$ cat src/bnac_defines.vh
/*
 * Constants for the boot node address and connection window loader:
 * register offsets, field positions, reset values, flash layout, timing.
 * Assumes inclusion by bare name from the design, checker, flash model and bench files.
 */
`ifndef BNAC_DEFINES_VH
`define BNAC_DEFINES_VH

// Register byte offsets
`define BNAC_OFS_LINK_CTRL     4'h0
`define BNAC_OFS_BOOT_STATUS   4'h4
`define BNAC_OFS_NVM_BYTES     4'h8

// Link control fields
`define BNAC_SLOPE_HI          12
`define BNAC_SLOPE_LO          11
`define BNAC_HIRATE_BIT        0
`define BNAC_SLOPE_FLASH       2'h3
`define BNAC_LINK_CTRL_RST     32'h00000000
`define BNAC_LINK_CTRL_MASK    32'h00001801

// Node address values
`define BNAC_NODE_ADDR_ZERO    8'h00
`define BNAC_NODE_ADDR_DEF     8'h7f
`define BNAC_NODE_ADDR_BCAST   8'hff

// Window byte fields and codes
`define BNAC_WIN_VAL_HI        5
`define BNAC_WIN_IF_BIT        7
`define BNAC_WIN_SKIP          6'h01
`define BNAC_WIN_MIN           6'h02
`define BNAC_WIN_MAX           6'h0c

// Flash layout
`define BNAC_FLASH_BASE        32'h11000000
`define BNAC_WIN_OFS           32'h00001004
`define BNAC_NODE_OFS          32'h00001002
`define BNAC_FLASH_SIZE_DEF    32'h0001f000

// Timing: window step in ms, clock in kHz, baud in tenths of kBaud
`define BNAC_STEP_MS           32'h00000005
`define BNAC_CLK_KHZ           32'h0003d090
`define BNAC_HIRATE_BAUD_DK    16'h0480

// AXI responses
`define BNAC_RESP_OKAY         2'h0
`define BNAC_RESP_DECERR       2'h3

`endif

$ cat src/bnac_axil_slv.v
/*
 * AXI4-Lite slave front end for the loader registers.
 * Assumes a register file that accepts a one-cycle write strobe and
 * answers a read address combinationally.
 */
`timescale 1ns/1ps
`include "bnac_defines.vh"

module bnac_axil_slv (
   input  wire        aclk,
   input  wire        aresetn,
   input  wire [3:0]  s_axi_awaddr,
   input  wire        s_axi_awvalid,
   output wire        s_axi_awready,
   input  wire [31:0] s_axi_wdata,
   input  wire [3:0]  s_axi_wstrb,
   input  wire        s_axi_wvalid,
   output wire        s_axi_wready,
   output reg  [1:0]  s_axi_bresp,
   output reg         s_axi_bvalid,
   input  wire        s_axi_bready,
   input  wire [3:0]  s_axi_araddr,
   input  wire        s_axi_arvalid,
   output wire        s_axi_arready,
   output reg  [31:0] s_axi_rdata,
   output reg  [1:0]  s_axi_rresp,
   output reg         s_axi_rvalid,
   input  wire        s_axi_rready,
   output wire        wr_en,
   output wire [3:0]  wr_addr,
   output wire [31:0] wr_data,
   output wire [3:0]  wr_strb,
   input  wire        wr_hit,
   output wire [3:0]  rd_addr,
   input  wire [31:0] rd_data,
   input  wire        rd_hit
);
   reg        aw_full_q;
   reg [3:0]  aw_addr_q;
   reg        w_full_q;
   reg [31:0] w_data_q;
   reg [3:0]  w_strb_q;

   // Each channel holds one beat; no new beat until the response drains
   assign s_axi_awready = !aw_full_q && !s_axi_bvalid;
   assign s_axi_wready  = !w_full_q && !s_axi_bvalid;
   assign s_axi_arready = !s_axi_rvalid;
   assign wr_en   = aw_full_q && w_full_q && !s_axi_bvalid;
   assign wr_addr = aw_addr_q;
   assign wr_data = w_data_q;
   assign wr_strb = w_strb_q;
   assign rd_addr = s_axi_araddr;

   // Write path: address and data in either order
   always @(posedge aclk) begin
      if (!aresetn) begin
         aw_full_q    <= 1'b0;
         aw_addr_q    <= 4'h0;
         w_full_q     <= 1'b0;
         w_data_q     <= 32'h00000000;
         w_strb_q     <= 4'h0;
         s_axi_bvalid <= 1'b0;
         s_axi_bresp  <= `BNAC_RESP_OKAY;
      end else begin
         if (s_axi_awvalid && s_axi_awready) begin
            aw_full_q <= 1'b1;
            aw_addr_q <= s_axi_awaddr;
         end
         if (s_axi_wvalid && s_axi_wready) begin
            w_full_q <= 1'b1;
            w_data_q <= s_axi_wdata;
            w_strb_q <= s_axi_wstrb;
         end
         if (wr_en) begin
            aw_full_q    <= 1'b0;
            w_full_q     <= 1'b0;
            s_axi_bvalid <= 1'b1;
            s_axi_bresp  <= wr_hit ? `BNAC_RESP_OKAY : `BNAC_RESP_DECERR;
         end else if (s_axi_bready) begin
            s_axi_bvalid <= 1'b0;
         end
      end
   end

   // Read path: data captured at the address handshake
   always @(posedge aclk) begin
      if (!aresetn) begin
         s_axi_rvalid <= 1'b0;
         s_axi_rdata  <= 32'h00000000;
         s_axi_rresp  <= `BNAC_RESP_OKAY;
      end else if (s_axi_arvalid && s_axi_arready) begin
         s_axi_rvalid <= 1'b1;
         s_axi_rdata  <= rd_hit ? rd_data : 32'h00000000;
         s_axi_rresp  <= rd_hit ? `BNAC_RESP_OKAY : `BNAC_RESP_DECERR;
      end else if (s_axi_rready) begin
         s_axi_rvalid <= 1'b0;
      end
   end
endmodule // bnac_axil_slv

$ cat src/bnac_boot_cfg.v
/*
 * Boot configuration loader: fetches the window and node address bytes
 * with their complements from flash, picks the effective node address,
 * runs the boot connection window and sets up the serial link.
 * Assumes a byte-wide flash read port with a request/acknowledge pair and
 * a link receiver that presents each addressed request's node address.
 */
// Added by the designer: the placing of the registers and the AXI4-Lite slave port.

// Operation
// RULE_01 - Node address is one byte, zero illegal
// RULE_02 - Stored zero address falls back to 0x7F
// RULE_03 - Broadcast 0xFF is always accepted
// RULE_04 - Address complement mismatch falls back to 0x7F
// RULE_05 - Address byte at base plus size minus 0x1002
// RULE_06 - Window 0x02..0x0C selects high-rate link at 115.2k
// RULE_07 - High-rate boot writes slope field to 0b11
// RULE_08 - Window expiry without connection starts user program
// RULE_09 - Boot slope setting persists until software rewrites
// RULE_10 - Window bits 5:0 give 5 ms timeout steps
// RULE_11 - Window byte needs matching complement, else waits forever
// RULE_12 - Window bit 7 selects boot interface
// RULE_13 - Checks done once after reset, results held
`timescale 1ns/1ps
`include "bnac_defines.vh"

module bnac_boot_cfg #(
   parameter [31:0] FLASH_SIZE = `BNAC_FLASH_SIZE_DEF,
   parameter [31:0] STEP_CYC   = `BNAC_STEP_MS * `BNAC_CLK_KHZ
) (
   input  wire        aclk,
   input  wire        aresetn,
   // Register bus
   input  wire [3:0]  s_axi_awaddr,
   input  wire        s_axi_awvalid,
   output wire        s_axi_awready,
   input  wire [31:0] s_axi_wdata,
   input  wire [3:0]  s_axi_wstrb,
   input  wire        s_axi_wvalid,
   output wire        s_axi_wready,
   output wire [1:0]  s_axi_bresp,
   output wire        s_axi_bvalid,
   input  wire        s_axi_bready,
   input  wire [3:0]  s_axi_araddr,
   input  wire        s_axi_arvalid,
   output wire        s_axi_arready,
   output wire [31:0] s_axi_rdata,
   output wire [1:0]  s_axi_rresp,
   output wire        s_axi_rvalid,
   input  wire        s_axi_rready,
   // Flash byte read port
   output reg         nvm_rd_req,
   output reg  [31:0] nvm_rd_addr,
   input  wire        nvm_rd_ack,
   input  wire [7:0]  nvm_rd_data,
   // Link side
   input  wire [7:0]  req_node_address,
   output wire        node_address_match,
   input  wire        boot_conn_open,
   output reg  [7:0]  node_address,
   output reg         boot_window_open,
   output reg         user_start,
   output reg         user_mode,
   output reg         boot_if_uart,
   output reg  [15:0] high_rate_baud,
   output wire        high_rate_boot_protocol,
   output wire [1:0]  slope_mode_field
);
   // Loader states; boot and user are terminal until reset
   localparam [2:0] ST_FETCH  = 3'h0;
   localparam [2:0] ST_WAIT   = 3'h1;
   localparam [2:0] ST_EVAL   = 3'h2;
   localparam [2:0] ST_WINDOW = 3'h3;
   localparam [2:0] ST_BOOT   = 3'h4;
   localparam [2:0] ST_USER   = 3'h5;

   // Flash byte addresses of the window pair and the address pair
   localparam [31:0] WIN_ADDR = `BNAC_FLASH_BASE + FLASH_SIZE - `BNAC_WIN_OFS;
   localparam [31:0] NODE_ADDR = `BNAC_FLASH_BASE + FLASH_SIZE - `BNAC_NODE_OFS;

   // Sequencer, held boot results and window timer
   reg [2:0]  state_q;
   reg [1:0]  idx_q;
   reg [31:0] link_ctrl_q;
   reg        win_valid_q;
   reg        node_valid_q;
   reg        forever_q;
   reg [5:0]  steps_q;
   reg [31:0] tick_q;

   // Bus side nets and decoded flash bytes
   wire        wr_en;
   wire [3:0]  wr_addr;
   wire [31:0] wr_data;
   wire [3:0]  wr_strb;
   wire [3:0]  rd_addr;
   reg  [31:0] rd_data;
   reg         rd_hit;
   wire        wr_hit;
   wire        boot_slope_set;
   wire [31:0] wr_mask;
   wire [7:0]  win_byte;
   wire [7:0]  win_inv;
   wire [7:0]  node_byte;
   wire [7:0]  node_inv;
   wire [5:0]  win_val;
   wire        win_ok;
   wire        node_ok;
   wire        hirate_sel;
   wire [7:0]  nvm_byte [0:3];
   wire [3:0]  byte_load;
   wire [3:0]  idx_dec;
   wire [31:0] status_word;

   bnac_axil_slv u_axil (
      .aclk          (aclk),
      .aresetn       (aresetn),
      .s_axi_awaddr  (s_axi_awaddr),
      .s_axi_awvalid (s_axi_awvalid),
      .s_axi_awready (s_axi_awready),
      .s_axi_wdata   (s_axi_wdata),
      .s_axi_wstrb   (s_axi_wstrb),
      .s_axi_wvalid  (s_axi_wvalid),
      .s_axi_wready  (s_axi_wready),
      .s_axi_bresp   (s_axi_bresp),
      .s_axi_bvalid  (s_axi_bvalid),
      .s_axi_bready  (s_axi_bready),
      .s_axi_araddr  (s_axi_araddr),
      .s_axi_arvalid (s_axi_arvalid),
      .s_axi_arready (s_axi_arready),
      .s_axi_rdata   (s_axi_rdata),
      .s_axi_rresp   (s_axi_rresp),
      .s_axi_rvalid  (s_axi_rvalid),
      .s_axi_rready  (s_axi_rready),
      .wr_en         (wr_en),
      .wr_addr       (wr_addr),
      .wr_data       (wr_data),
      .wr_strb       (wr_strb),
      .wr_hit        (wr_hit),
      .rd_addr       (rd_addr),
      .rd_data       (rd_data),
      .rd_hit        (rd_hit)
   );

   // One capture register per fetched byte, loaded on its own acknowledge
   assign idx_dec = 4'h1 << idx_q;
   genvar gi;
   generate
      for (gi = 0; gi < 4; gi = gi + 1) begin : g_byte
         reg [7:0] byte_q;
         // Loaded once per reset; the fetch never revisits an entry
         always @(posedge aclk) begin
            if (!aresetn) begin
               byte_q <= 8'h00;
            end else if (byte_load[gi]) begin
               byte_q <= nvm_rd_data;
            end
         end
         assign byte_load[gi] = (state_q == ST_WAIT) && nvm_rd_ack && idx_dec[gi];
         assign nvm_byte[gi]  = byte_q;
      end
   endgenerate

   // Bytes in fetch order: window, its complement, address, its complement
   assign win_byte  = nvm_byte[0];
   assign win_inv   = nvm_byte[1];
   assign node_byte = nvm_byte[2];
   assign node_inv  = nvm_byte[3];
   assign win_val   = win_byte[`BNAC_WIN_VAL_HI:0];          // [RULE_10]
   assign win_ok    = (~win_byte == win_inv);                // [RULE_11]
   assign node_ok   = (~node_byte == node_inv);              // [RULE_04]
   assign hirate_sel = win_ok && (win_val >= `BNAC_WIN_MIN) &&
                       (win_val <= `BNAC_WIN_MAX);           // [RULE_06]
   assign boot_slope_set = (state_q == ST_EVAL) && hirate_sel;

   // Broadcast bypasses the stored address entirely
   assign node_address_match = (req_node_address == `BNAC_NODE_ADDR_BCAST) ||
                               (req_node_address == node_address); // [RULE_03]

   assign high_rate_boot_protocol = link_ctrl_q[`BNAC_HIRATE_BIT];
   assign slope_mode_field = link_ctrl_q[`BNAC_SLOPE_HI:`BNAC_SLOPE_LO];

   // Byte-lane mask for software writes
   assign wr_mask = {{8{wr_strb[3]}}, {8{wr_strb[2]}}, {8{wr_strb[1]}}, {8{wr_strb[0]}}};
   assign wr_hit  = (wr_addr == `BNAC_OFS_LINK_CTRL);

   // Status word: held boot results, unused bits read as zero
   assign status_word = {8'h00, win_val, forever_q, boot_if_uart, node_address,
                         2'h0, node_valid_q, win_valid_q, user_mode, state_q};

   // Read decode; status shows the held boot results
   always @* begin
      rd_hit  = 1'b1;
      rd_data = 32'h00000000;
      case (rd_addr)
         `BNAC_OFS_LINK_CTRL:   rd_data = link_ctrl_q;
         `BNAC_OFS_BOOT_STATUS: rd_data = status_word;
         `BNAC_OFS_NVM_BYTES:   rd_data = {node_inv, node_byte, win_inv, win_byte};
         default:               rd_hit  = 1'b0;
      endcase
   end

   // Link control: boot load sets it once, software owns it afterwards
   always @(posedge aclk) begin
      if (!aresetn) begin
         link_ctrl_q <= `BNAC_LINK_CTRL_RST;
      end else if (boot_slope_set) begin
         link_ctrl_q[`BNAC_SLOPE_HI:`BNAC_SLOPE_LO] <= `BNAC_SLOPE_FLASH; // [RULE_07]
         link_ctrl_q[`BNAC_HIRATE_BIT] <= 1'b1;                          // [RULE_06]
      end else if (wr_en && wr_hit) begin
         // Not touched on entry to user mode, so the boot slope stays
         link_ctrl_q <= ((link_ctrl_q & ~wr_mask) | (wr_data & wr_mask)) &
                        `BNAC_LINK_CTRL_MASK;                            // [RULE_09]
      end
   end

   // Fetch, evaluate once, then run the window
   always @(posedge aclk) begin
      if (!aresetn) begin
         state_q          <= ST_FETCH;
         idx_q            <= 2'h0;
         nvm_rd_req       <= 1'b0;
         nvm_rd_addr      <= 32'h00000000;
         node_address     <= `BNAC_NODE_ADDR_DEF;
         win_valid_q      <= 1'b0;
         node_valid_q     <= 1'b0;
         forever_q        <= 1'b0;
         boot_if_uart     <= 1'b0;
         high_rate_baud   <= 16'h0000;
         steps_q          <= 6'h00;
         tick_q           <= 32'h00000000;
         boot_window_open <= 1'b0;
         user_start       <= 1'b0;
         user_mode        <= 1'b0;
      end else begin
         user_start <= 1'b0;
         case (state_q)
            ST_FETCH: begin
               nvm_rd_req <= 1'b1;
               // Window pair first, then the address pair
               nvm_rd_addr <= idx_q[1] ? (NODE_ADDR + {31'h0, idx_q[0]})
                                       : (WIN_ADDR + {31'h0, idx_q[0]});   // [RULE_05]
               state_q <= ST_WAIT;
            end
            ST_WAIT: begin
               if (nvm_rd_ack) begin
                  nvm_rd_req <= 1'b0;
                  idx_q <= idx_q + 2'h1;
                  state_q <= (idx_q == 2'h3) ? ST_EVAL : ST_FETCH;
               end
            end
            ST_EVAL: begin
               // Results latched here and never re-evaluated
               win_valid_q  <= win_ok;                                     // [RULE_13]
               node_valid_q <= node_ok;
               if (node_ok && node_byte != `BNAC_NODE_ADDR_ZERO) begin     // [RULE_01]
                  node_address <= node_byte;
               end else begin
                  node_address <= `BNAC_NODE_ADDR_DEF;                     // [RULE_02] [RULE_04]
               end
               // Erased flash fails the check and picks the LIN variant
               boot_if_uart <= win_ok && win_byte[`BNAC_WIN_IF_BIT];        // [RULE_12]
               high_rate_baud <= hirate_sel ? `BNAC_HIRATE_BAUD_DK : 16'h0000;
               steps_q <= win_val - 6'h01;                                 // [RULE_10]
               tick_q  <= 32'h00000000;
               if (win_ok && win_val == `BNAC_WIN_SKIP) begin
                  user_start <= 1'b1;
                  user_mode  <= 1'b1;
                  state_q    <= ST_USER;
               end else begin
                  forever_q        <= !hirate_sel;                         // [RULE_11]
                  boot_window_open <= 1'b1;
                  state_q          <= ST_WINDOW;
               end
            end
            ST_WINDOW: begin
               if (boot_conn_open) begin
                  boot_window_open <= 1'b0;
                  state_q <= ST_BOOT;
               end else if (!forever_q) begin
                  if (tick_q == STEP_CYC - 32'h1) begin
                     tick_q  <= 32'h00000000;
                     steps_q <= steps_q - 6'h01;
                     // Zero steps left: window over, hand to user code
                     if (steps_q == 6'h01) begin
                        boot_window_open <= 1'b0;
                        user_start <= 1'b1;                                // [RULE_08]
                        user_mode  <= 1'b1;
                        state_q    <= ST_USER;
                     end
                  end else begin
                     tick_q <= tick_q + 32'h1;
                  end
               end
            end
            ST_BOOT: begin
               // Host owns the link now; only reset leaves
               state_q <= ST_BOOT;
            end
            ST_USER: begin
               // User code runs; loaded results stay held
               state_q <= ST_USER;                                         // [RULE_13]
            end
            default: state_q <= ST_FETCH;
         endcase
      end
   end
endmodule // bnac_boot_cfg

$ cat config.mk
export PLATFORM = sky130hd
export DESIGN_NAME = bnac_boot_cfg
export DESIGN_NICKNAME = d
export VERILOG_FILES = /design/src/bnac_axil_slv.v /design/src/bnac_boot_cfg.v
export VERILOG_INCLUDE_DIRS = /design/src
export SDC_FILE = /design/constraint.sdc
export NUM_CORES = 1
export LEC_CHECK = 0
export ABC_AREA = 1
export ABC_CLOCK_PERIOD_IN_PS = 3710
export BUFFER_PORTS_ARGS = -buffer_cell sky130_fd_sc_hd__buf_2
export CAP_MARGIN = 10
export CELL_PAD_IN_SITES_DETAIL_PLACEMENT = 1
export CELL_PAD_IN_SITES_GLOBAL_PLACEMENT = 1
export CORE_AREA = 2 2 114 172
export DETAILED_ROUTE_END_ITERATION = 6
export DIE_AREA = 0 0 116 174
export PLACE_DENSITY = 0.9
export SETUP_SLACK_MARGIN = 0.15
export SLEW_MARGIN = 10
export SYNTH_ARGS = -nofsm -noshare
export SYNTH_HDL_FRONTEND = slang
export SYNTH_SLANG_ARGS = --single-unit
$ cat constraint.sdc
create_clock -name aclk -period 3.71 [get_ports aclk]
set_clock_uncertainty 0.1 [all_clocks]
set_input_delay 0.742 -clock aclk [delete_from_list [all_inputs] [get_ports aclk]]
set_output_delay 0.742 -clock aclk [all_outputs]
set_load 0.005 [all_outputs]
==> impl_metrics.yaml, run 1 <==
global_routing:
  global_route.usage.met1_pct: 23.6
  antenna_found_initial: 0
  grtUsageMet2_pct: 44.2
  grt_most_used_layer: "met2"
  grt_usage_pct: 23.5
  grt-ovfl-total: 0
  grt_max_degree: 72
  grt_pass1_wl_mm: 37.2
  met3_usage_pct: 3.87
  grt_pass1_vias: 7375
logic_synthesis:
  ys_async_sr_fraction_pct: 0
  synth_warnings: 0
  avgSynthCellArea_um2: 7.00
  synth_edf_count: 0
  yosysUniqueCellTypes: 37
  netlist_instances: 1030
  netlist_area_um2: 7210
  ys_ff_latch: 145
  synth_flop_cell: "dfxtp_1"
  synth_seq_area_share_pct: 40.3
routing:
  wl_mm: 23.5
  wl_per_cell_um: 16.9
  first_pass_iters: 5
  drt-initial-drc-count: 382
  drc: 0
  ant_nets: 0
  vias: 7125
  avgViaCountPerCell: 5.13
cells_and_area:
  synthToLayoutAreaGrowth_pct: 15.9
  finalNonFillerCells: 1389
  nets: 1199
  final_cell_mix: "207 x nand2_1, 145 x dfxtp_1, 138 x nor2_1, 118 x inv_1, 115 x buf_2"
  num_antenna_cells: 0
  stdcell_area_um2: 8350
  fillers: 2498
  final_common_cell: "nand2_1"
  drive_above_1_share_pct: 14.9
  utilization_pct: 44.5
critical_path:
  worstPathRequired_ns: 2.87
  worst-path-buf-inv: 1
  path_max_fanout: 4
  crit_family: "flip-flops"
  path_class: "reg2out"
  crit_chain: "xnor2_1 > nand4_1 > o22ai_1 > buf_2"
  cp-start-kind: "flip-flop"
  cpMaxStageDelayCell: "dfxtp_1"
  cp-end-kind: "primary output"
  reg2reg_slack_ns: 1.45
  cpPeakStageDelay_ns: 0.55
  cp.arrival_ns: 1.53
placed_design:
  dp_slack_ns: 1.03
  placed_cell_area_um2: 7740
  dp_hpwl_mm: 16.5
  io_buffers: 115
  dp_cells: 1357
  gp_congestion: 0.847
die:
  placementRows: 62
  initial_core_util_pct: 38.4
  die_h_um: 174
  io_pins: 175
  die_w_um: 116
  core_um2: 18800
  dieArea_um2: 20200
sta:
  hold_ws_ns: 0.359
  slew_violations: 0
  tns_ns: 0
  fin_crit_sh_pct: 63.8
  rsz0062_at_grt: "false"
  max_slew_margin_pct: 21.2
  min_period_ns: 2.37
  worst_pin_slew_ns: 1.18
  report.final.hold_viol_count: 0
  fmax_ghz: 0.422
  finalWorstSetupSlack_ns: 1.34
  final-setup-viol-count: 0
pwr:
  p_total_mw: 4.05
  vdd_drop_max_mv: 0.358
  leakage_nw: 3.59
  power_density_nw_per_um2: 485
clocking:
  htree_levels: 4
  cts_root_buffer: "clkbuf_16"
  cts_buffer_depth: 2
  numCtsBuffers: 17
  cts.repair.resized: 0
  cts.sinks: 145
  cts_tree: "built"
  cts.hold.buffers_added: 0
  clk_latency_ns: 0.44
  clkTransAtPathRegs_ns: 0.06
  cts_setup_buffers: 0
outcome:
  status: "completed"
hold_path:
  hold_path_class: "reg2reg"
run:
  maxCapViolations: 0
final cells by class:
cell class              count  area (um2)  share of cell area, %
clock buffers              18         429                   5.14
clock inverters            14         179                   2.14
well taps                 256         320                   3.84
repair buffers            122         628                   7.52
flip-flops and latches    145        2900                   34.8
inverters                 122         458                   5.48
multi-input cells         712        3430                   41.1
synth_stat cells (2+ instances only):
cell,count,area share [%]
nand2_2,3,0.26
o21ai_0,69,4.8
nor3_1,22,1.5
inv_2,3,0.16
nor3b_1,6,0.62
buf_6,3,0.47
buf_2,4,0.28
o211ai_1,2,0.21
a31oi_1,3,0.26
nand3_1,35,2.4
nand2_4,5,0.78
o21a_1,2,0.21
xnor2_1,13,1.6
dfxtp_1,145,40
o22ai_1,31,2.7
xor2_1,13,1.6
inv_1,118,6.1
nand4_1,20,1.7
buf_1,5,0.26
clkbuf_8,2,0.38
nor3_2,2,0.28
ha_1,10,1.7
buf_4,46,4.8
a21oi_1,94,6.5
clkbuf_1,18,0.94
and2_1,2,0.17
nand2_1,207,11
nor2_1,138,7.2
logic make-up (layout without fill, tap and decap cells):
family                     after synthesis  after routing  synth area share [%]
AOI/OAI and AO/OA                      205            205                  15.2
xor gates and xnor gates                26             26                  3.16
adders and majority gates               10             10                  1.74
buffers and inverters                  200            276                  13.5
DFF                                    145            145                  40.3
other                                    1             28                0.0520
and+or+nand+nor                        443            443                  26.1
worst min-delay path, delay by kind of cell (launching register included):
family	cells	cell delay [ns]
DFF	1	0.31
and+or+nand+nor	1	0.06
AOI/OAI and AO/OA	1	0.05
worst paths after layout:
kind | from | endpoint | cells after the start
max | node_address[7]$_SDFFE_PN0P_ | node_address_match | 4
min | nvm_rd_req$_SDFFE_PN0P_ | nvm_rd_req$_SDFFE_PN0P_ | 2
max reg2reg | tick_q[0]$_SDFFE_PN0P_ | steps_q[1]$_SDFFE_PN0P_ | 10
min reg2reg | nvm_rd_req$_SDFFE_PN0P_ | nvm_rd_req$_SDFFE_PN0P_ | 2
flip-flops by register name, indices dropped and copies added, names as in the netlist, 2 cells and up:
signal / cells
u_axil.s_axi_rdata: 32
state_q: 3
u_axil.wr_addr: 4
node_address: 8
nvm_rd_addr: 3
u_axil.wr_data: 3
g_byte.byte_q: 32
steps_q: 6
idx_q: 2
tick_q: 32
link_ctrl_q: 3
u_axil.wr_strb: 2
where the power goes:
part / internal, mW / switching [mW] / total [mW]
logic: 0.184 / 0.373 / 0.557
registers: 1.63 / 0.0666 / 1.70
clock network: 1.07 / 0.727 / 1.80
total: 2.88 / 1.17 / 4.05
layer usage:
metal  part of all wire, %  routed length, um
met5                     0                  0
met4                   5.3               1260
met3                   3.4                793
met2                    55              12900
met1                    36               8530
No activity file was read; power rests on OpenSTA's default activity.
==> run 2: changes to the inputs <==
- ABC_AREA: 1 -> 0
- ABC_CLOCK_PERIOD_IN_PS: 3710 -> 2300
- CORE_AREA: 2 2 114 172 -> 2 2 113 169
- DIE_AREA: 0 0 116 174 -> 0 0 115 171
- PLACE_DENSITY: 0.9 -> 0.88
- clock period: 3.71 -> 2.3 ns (I/O delays scaled with it)
==> run 2 against run 1 <==
  * Sequential power is 52% higher
  * Register-to-register slack worse by 1.5 ns
  * Sequential share of layout area is 0.52 points lower
  * Largest cell class unchanged
  * Non-clock buffer count is 54 higher
  * Combinational power is 21% lower
  * Critical path type is now reg2reg
  * Flip-flop and latch count stayed put
  * Die area is 2.6% lower
  * The flow now finishes with violations (negative setup slack)
  * Setup slack worse by 1.4 ns
==> impl_metrics.yaml, run 2 <==
logic_synthesis:
  synth_flop_cell: "dfxtp_1"
  yosysUniqueCellTypes: 60
  ys_async_sr_fraction_pct: 0
  yosysTopAreaCell: "dfxtp_1"
  yosysMostFrequentCell: "dfxtp_1"
  yosysTopAreaCellShare_pct: 41.5
  synth_edf_count: 0
  synth_seq_area_share_pct: 41.5
  synth.area.top_cells: "dfxtp_1 42%, xor2_1 6.0%, buf_4 5.0%"
  synth_common_cells: "145 x dfxtp_1, 87 x nand2_1, 84 x nor2_1, 56 x a21oi_1, 51 x nand3_1"
  netlist_instances: 828
  avgSynthCellArea_um2: 8.44
  synth_warnings: 0
  netlist_area_um2: 6990
  ys_ff_latch: 145
outcome:
  violations: "negative setup slack"
  status: "finished, violations left"
critical_path:
  cp-end-kind: "flip-flop"
  path_max_fanout: 6
  worstPathRequired_ns: 2.49
  path_class: "reg2reg"
  cp.arrival_ns: 2.52
  cp-start-kind: "flip-flop"
placed_design:
  gp_congestion: 0.882
  dp_cells: 1150
  dp_hpwl_mm: 15.7
  io_buffers: 115
global_routing:
  met3_usage_pct: 5.28
  grt_pass1_vias: 6841
  grt_pass1_wl_mm: 35.5
  global_route.usage.met1_pct: 22.2
  grt-ovfl-total: 0
  antenna_found_initial: 1
  grt_most_used_layer: "met2"
  grt_max_degree: 58
  grtUsageMet2_pct: 44.0
  grt_usage_pct: 23.3
hold_path:
  hold_path_class: "in2reg"
pwr:
  vdd_drop_max_mv: 0.515
  leakage_nw: 3.59
  power_density_nw_per_um2: 678
sta:
  slew_violations: 0
  fin_crit_sh_pct: 101
  min_period_ns: 2.33
  worst_pin_slew_ns: 0.600
  rsz0062_at_grt: "true"
  final-setup-viol-count: 16
  max_slew_margin_pct: 59.5
  tns_ns: -0.127
  fmax_ghz: 0.430
  finalWorstSetupSlack_ns: -0.0253
  report.final.hold_viol_count: 0
die:
  placementRows: 61
  die_h_um: 171
  initial_core_util_pct: 38.2
  core_um2: 18300
  io_pins: 175
  die_w_um: 115
  dieArea_um2: 19700
cells_and_area:
  reg_top3: "g_byte.byte_q (32), tick_q (32), u_axil.s_axi_rdata (32)"
  final_common_cell: "dfxtp_1"
  nets: 1032
  drive_above_1_share_pct: 24.7
  synthToLayoutAreaGrowth_pct: 21.9
  final_cell_mix: "137 x dfxtp_1, 115 x buf_2, 87 x nand2_1, 82 x nor2_1, 59 x buf_4"
  finalNonFillerCells: 1186
clocking:
  clk_latency_ns: 0.44
  cts_buffer_depth: 2
  clkTransAtPathRegs_ns: 0.06
  cts.sinks: 145
  cts_tree: "built"
  cts_root_buffer: "clkbuf_16"
  htree_levels: 4
  numCtsBuffers: 17
run:
  maxCapViolations: 0
routing:
  ant_nets: 0
  vias: 6642
  wl_mm: 24.1
  wl_per_cell_um: 20.3
  drt-initial-drc-count: 400
  first_pass_iters: 5
  drc: 0
  avgViaCountPerCell: 5.60
run 2: cell count changes after synthesis, moves of 19 or more:
cell	change
and2_1	+22
o22ai_1	-31
inv_1	-106
mux2i_1	+27
a22oi_1	+19
nor2_1	-54
clkbuf_1	+24
a21oi_1	-38
xor2_1	+35
o21ai_0	-45
nand2_1	-120
run 2: worst paths after layout:
kind / start / end / slack [ns] / cells after the start
setup / recovery: tick_q[10]$_SDFFE_PN0P_ / boot_window_open$_SDFFE_PN0P_ / -0.03 / 5
setup reg to reg: tick_q[10]$_SDFFE_PN0P_ / boot_window_open$_SDFFE_PN0P_ / -0.03 / 5
hold reg to reg: u_axil.s_axi_rdata[30]$_SDFFE_PN0P_ / u_axil.s_axi_rdata[30]$_SDFFE_PN0P_ / 0.36 / 2
hold / removal: s_axi_rready / u_axil.s_axi_rvalid$_SDFFE_PN0P_ / 0.11 / 2
run 2: critical path: stages (launching register included):
cell	delay, ns
dfxtp_2	0.32
or4b_4	0.53
or4_4	0.57
or3_4	0.40
o211ai_1	0.17
a31oi_1	0.10
run 2: metal layers:
metal | share of wire [%] | routed length (um)
met1 | 35 | 8540
met2 | 54 | 12900
met3 | 4.8 | 1160
met4 | 6.1 | 1480
met5 | 0 | 0
run 2: cell families after synthesis:
group | Yosys count | share of synthesized area, %
mux | 27 | 3.87
simple gates | 337 | 24.1
xor+xnor | 59 | 7.39
flops | 145 | 41.5
compound gates | 139 | 12.5
buf+inv | 110 | 8.79
other cells | 1 | 0.0536
fa+ha+maj | 10 | 1.79
run 2: cell type report:
cell class | count | area (um2)
Clock inverter | 14 | 143
Antenna cell | 1 | 2.50
Fill cell | 2219 | 9790
Tap cell | 220 | 275
Timing Repair Buffer | 176 | 1050
Clock buffer | 17 | 425
Sequential cell | 145 | 2920
Inverter | 13 | 48.8
Multi-Input combinational cell | 600 | 3660
run 2: power breakdown:
| group | total [mW] | switching (mW) | internal (mW) |
|---|---|---|---|
| clock | 2.75 | 1.24 | 1.52 |
| sequential | 2.58 | 0.0374 | 2.55 |
| combinational | 0.442 | 0.279 | 0.162 |
run 2: timing repair:
action                     4_1_cts  5_1_grt
hold endpoints to repair         0        0
hold buffers                     0        0
buffers inserted                 0        4
setup endpoints to repair       45       71
pin swaps                        4        8
gates cloned                     0        0
gates resized for setup         10       14
run 2: per-stage QoR:
stage	util [%]	power, mW	hold slack, ns	setup slack [ns]	instance area (um2)
global route	46.5	5.96	0.111	-0.103	8520
CTS	46.1	5.78	0.111	-0.0232	8440
detailed placement	42.8	3.06	0.349	-0.100	7840
finish	46.5	5.78	0.109	-0.0253	8520
floorplan	-	2.95	0.336	-0.0253	7110
global placement	42.8	3.04	0.335	-0.0856	7840
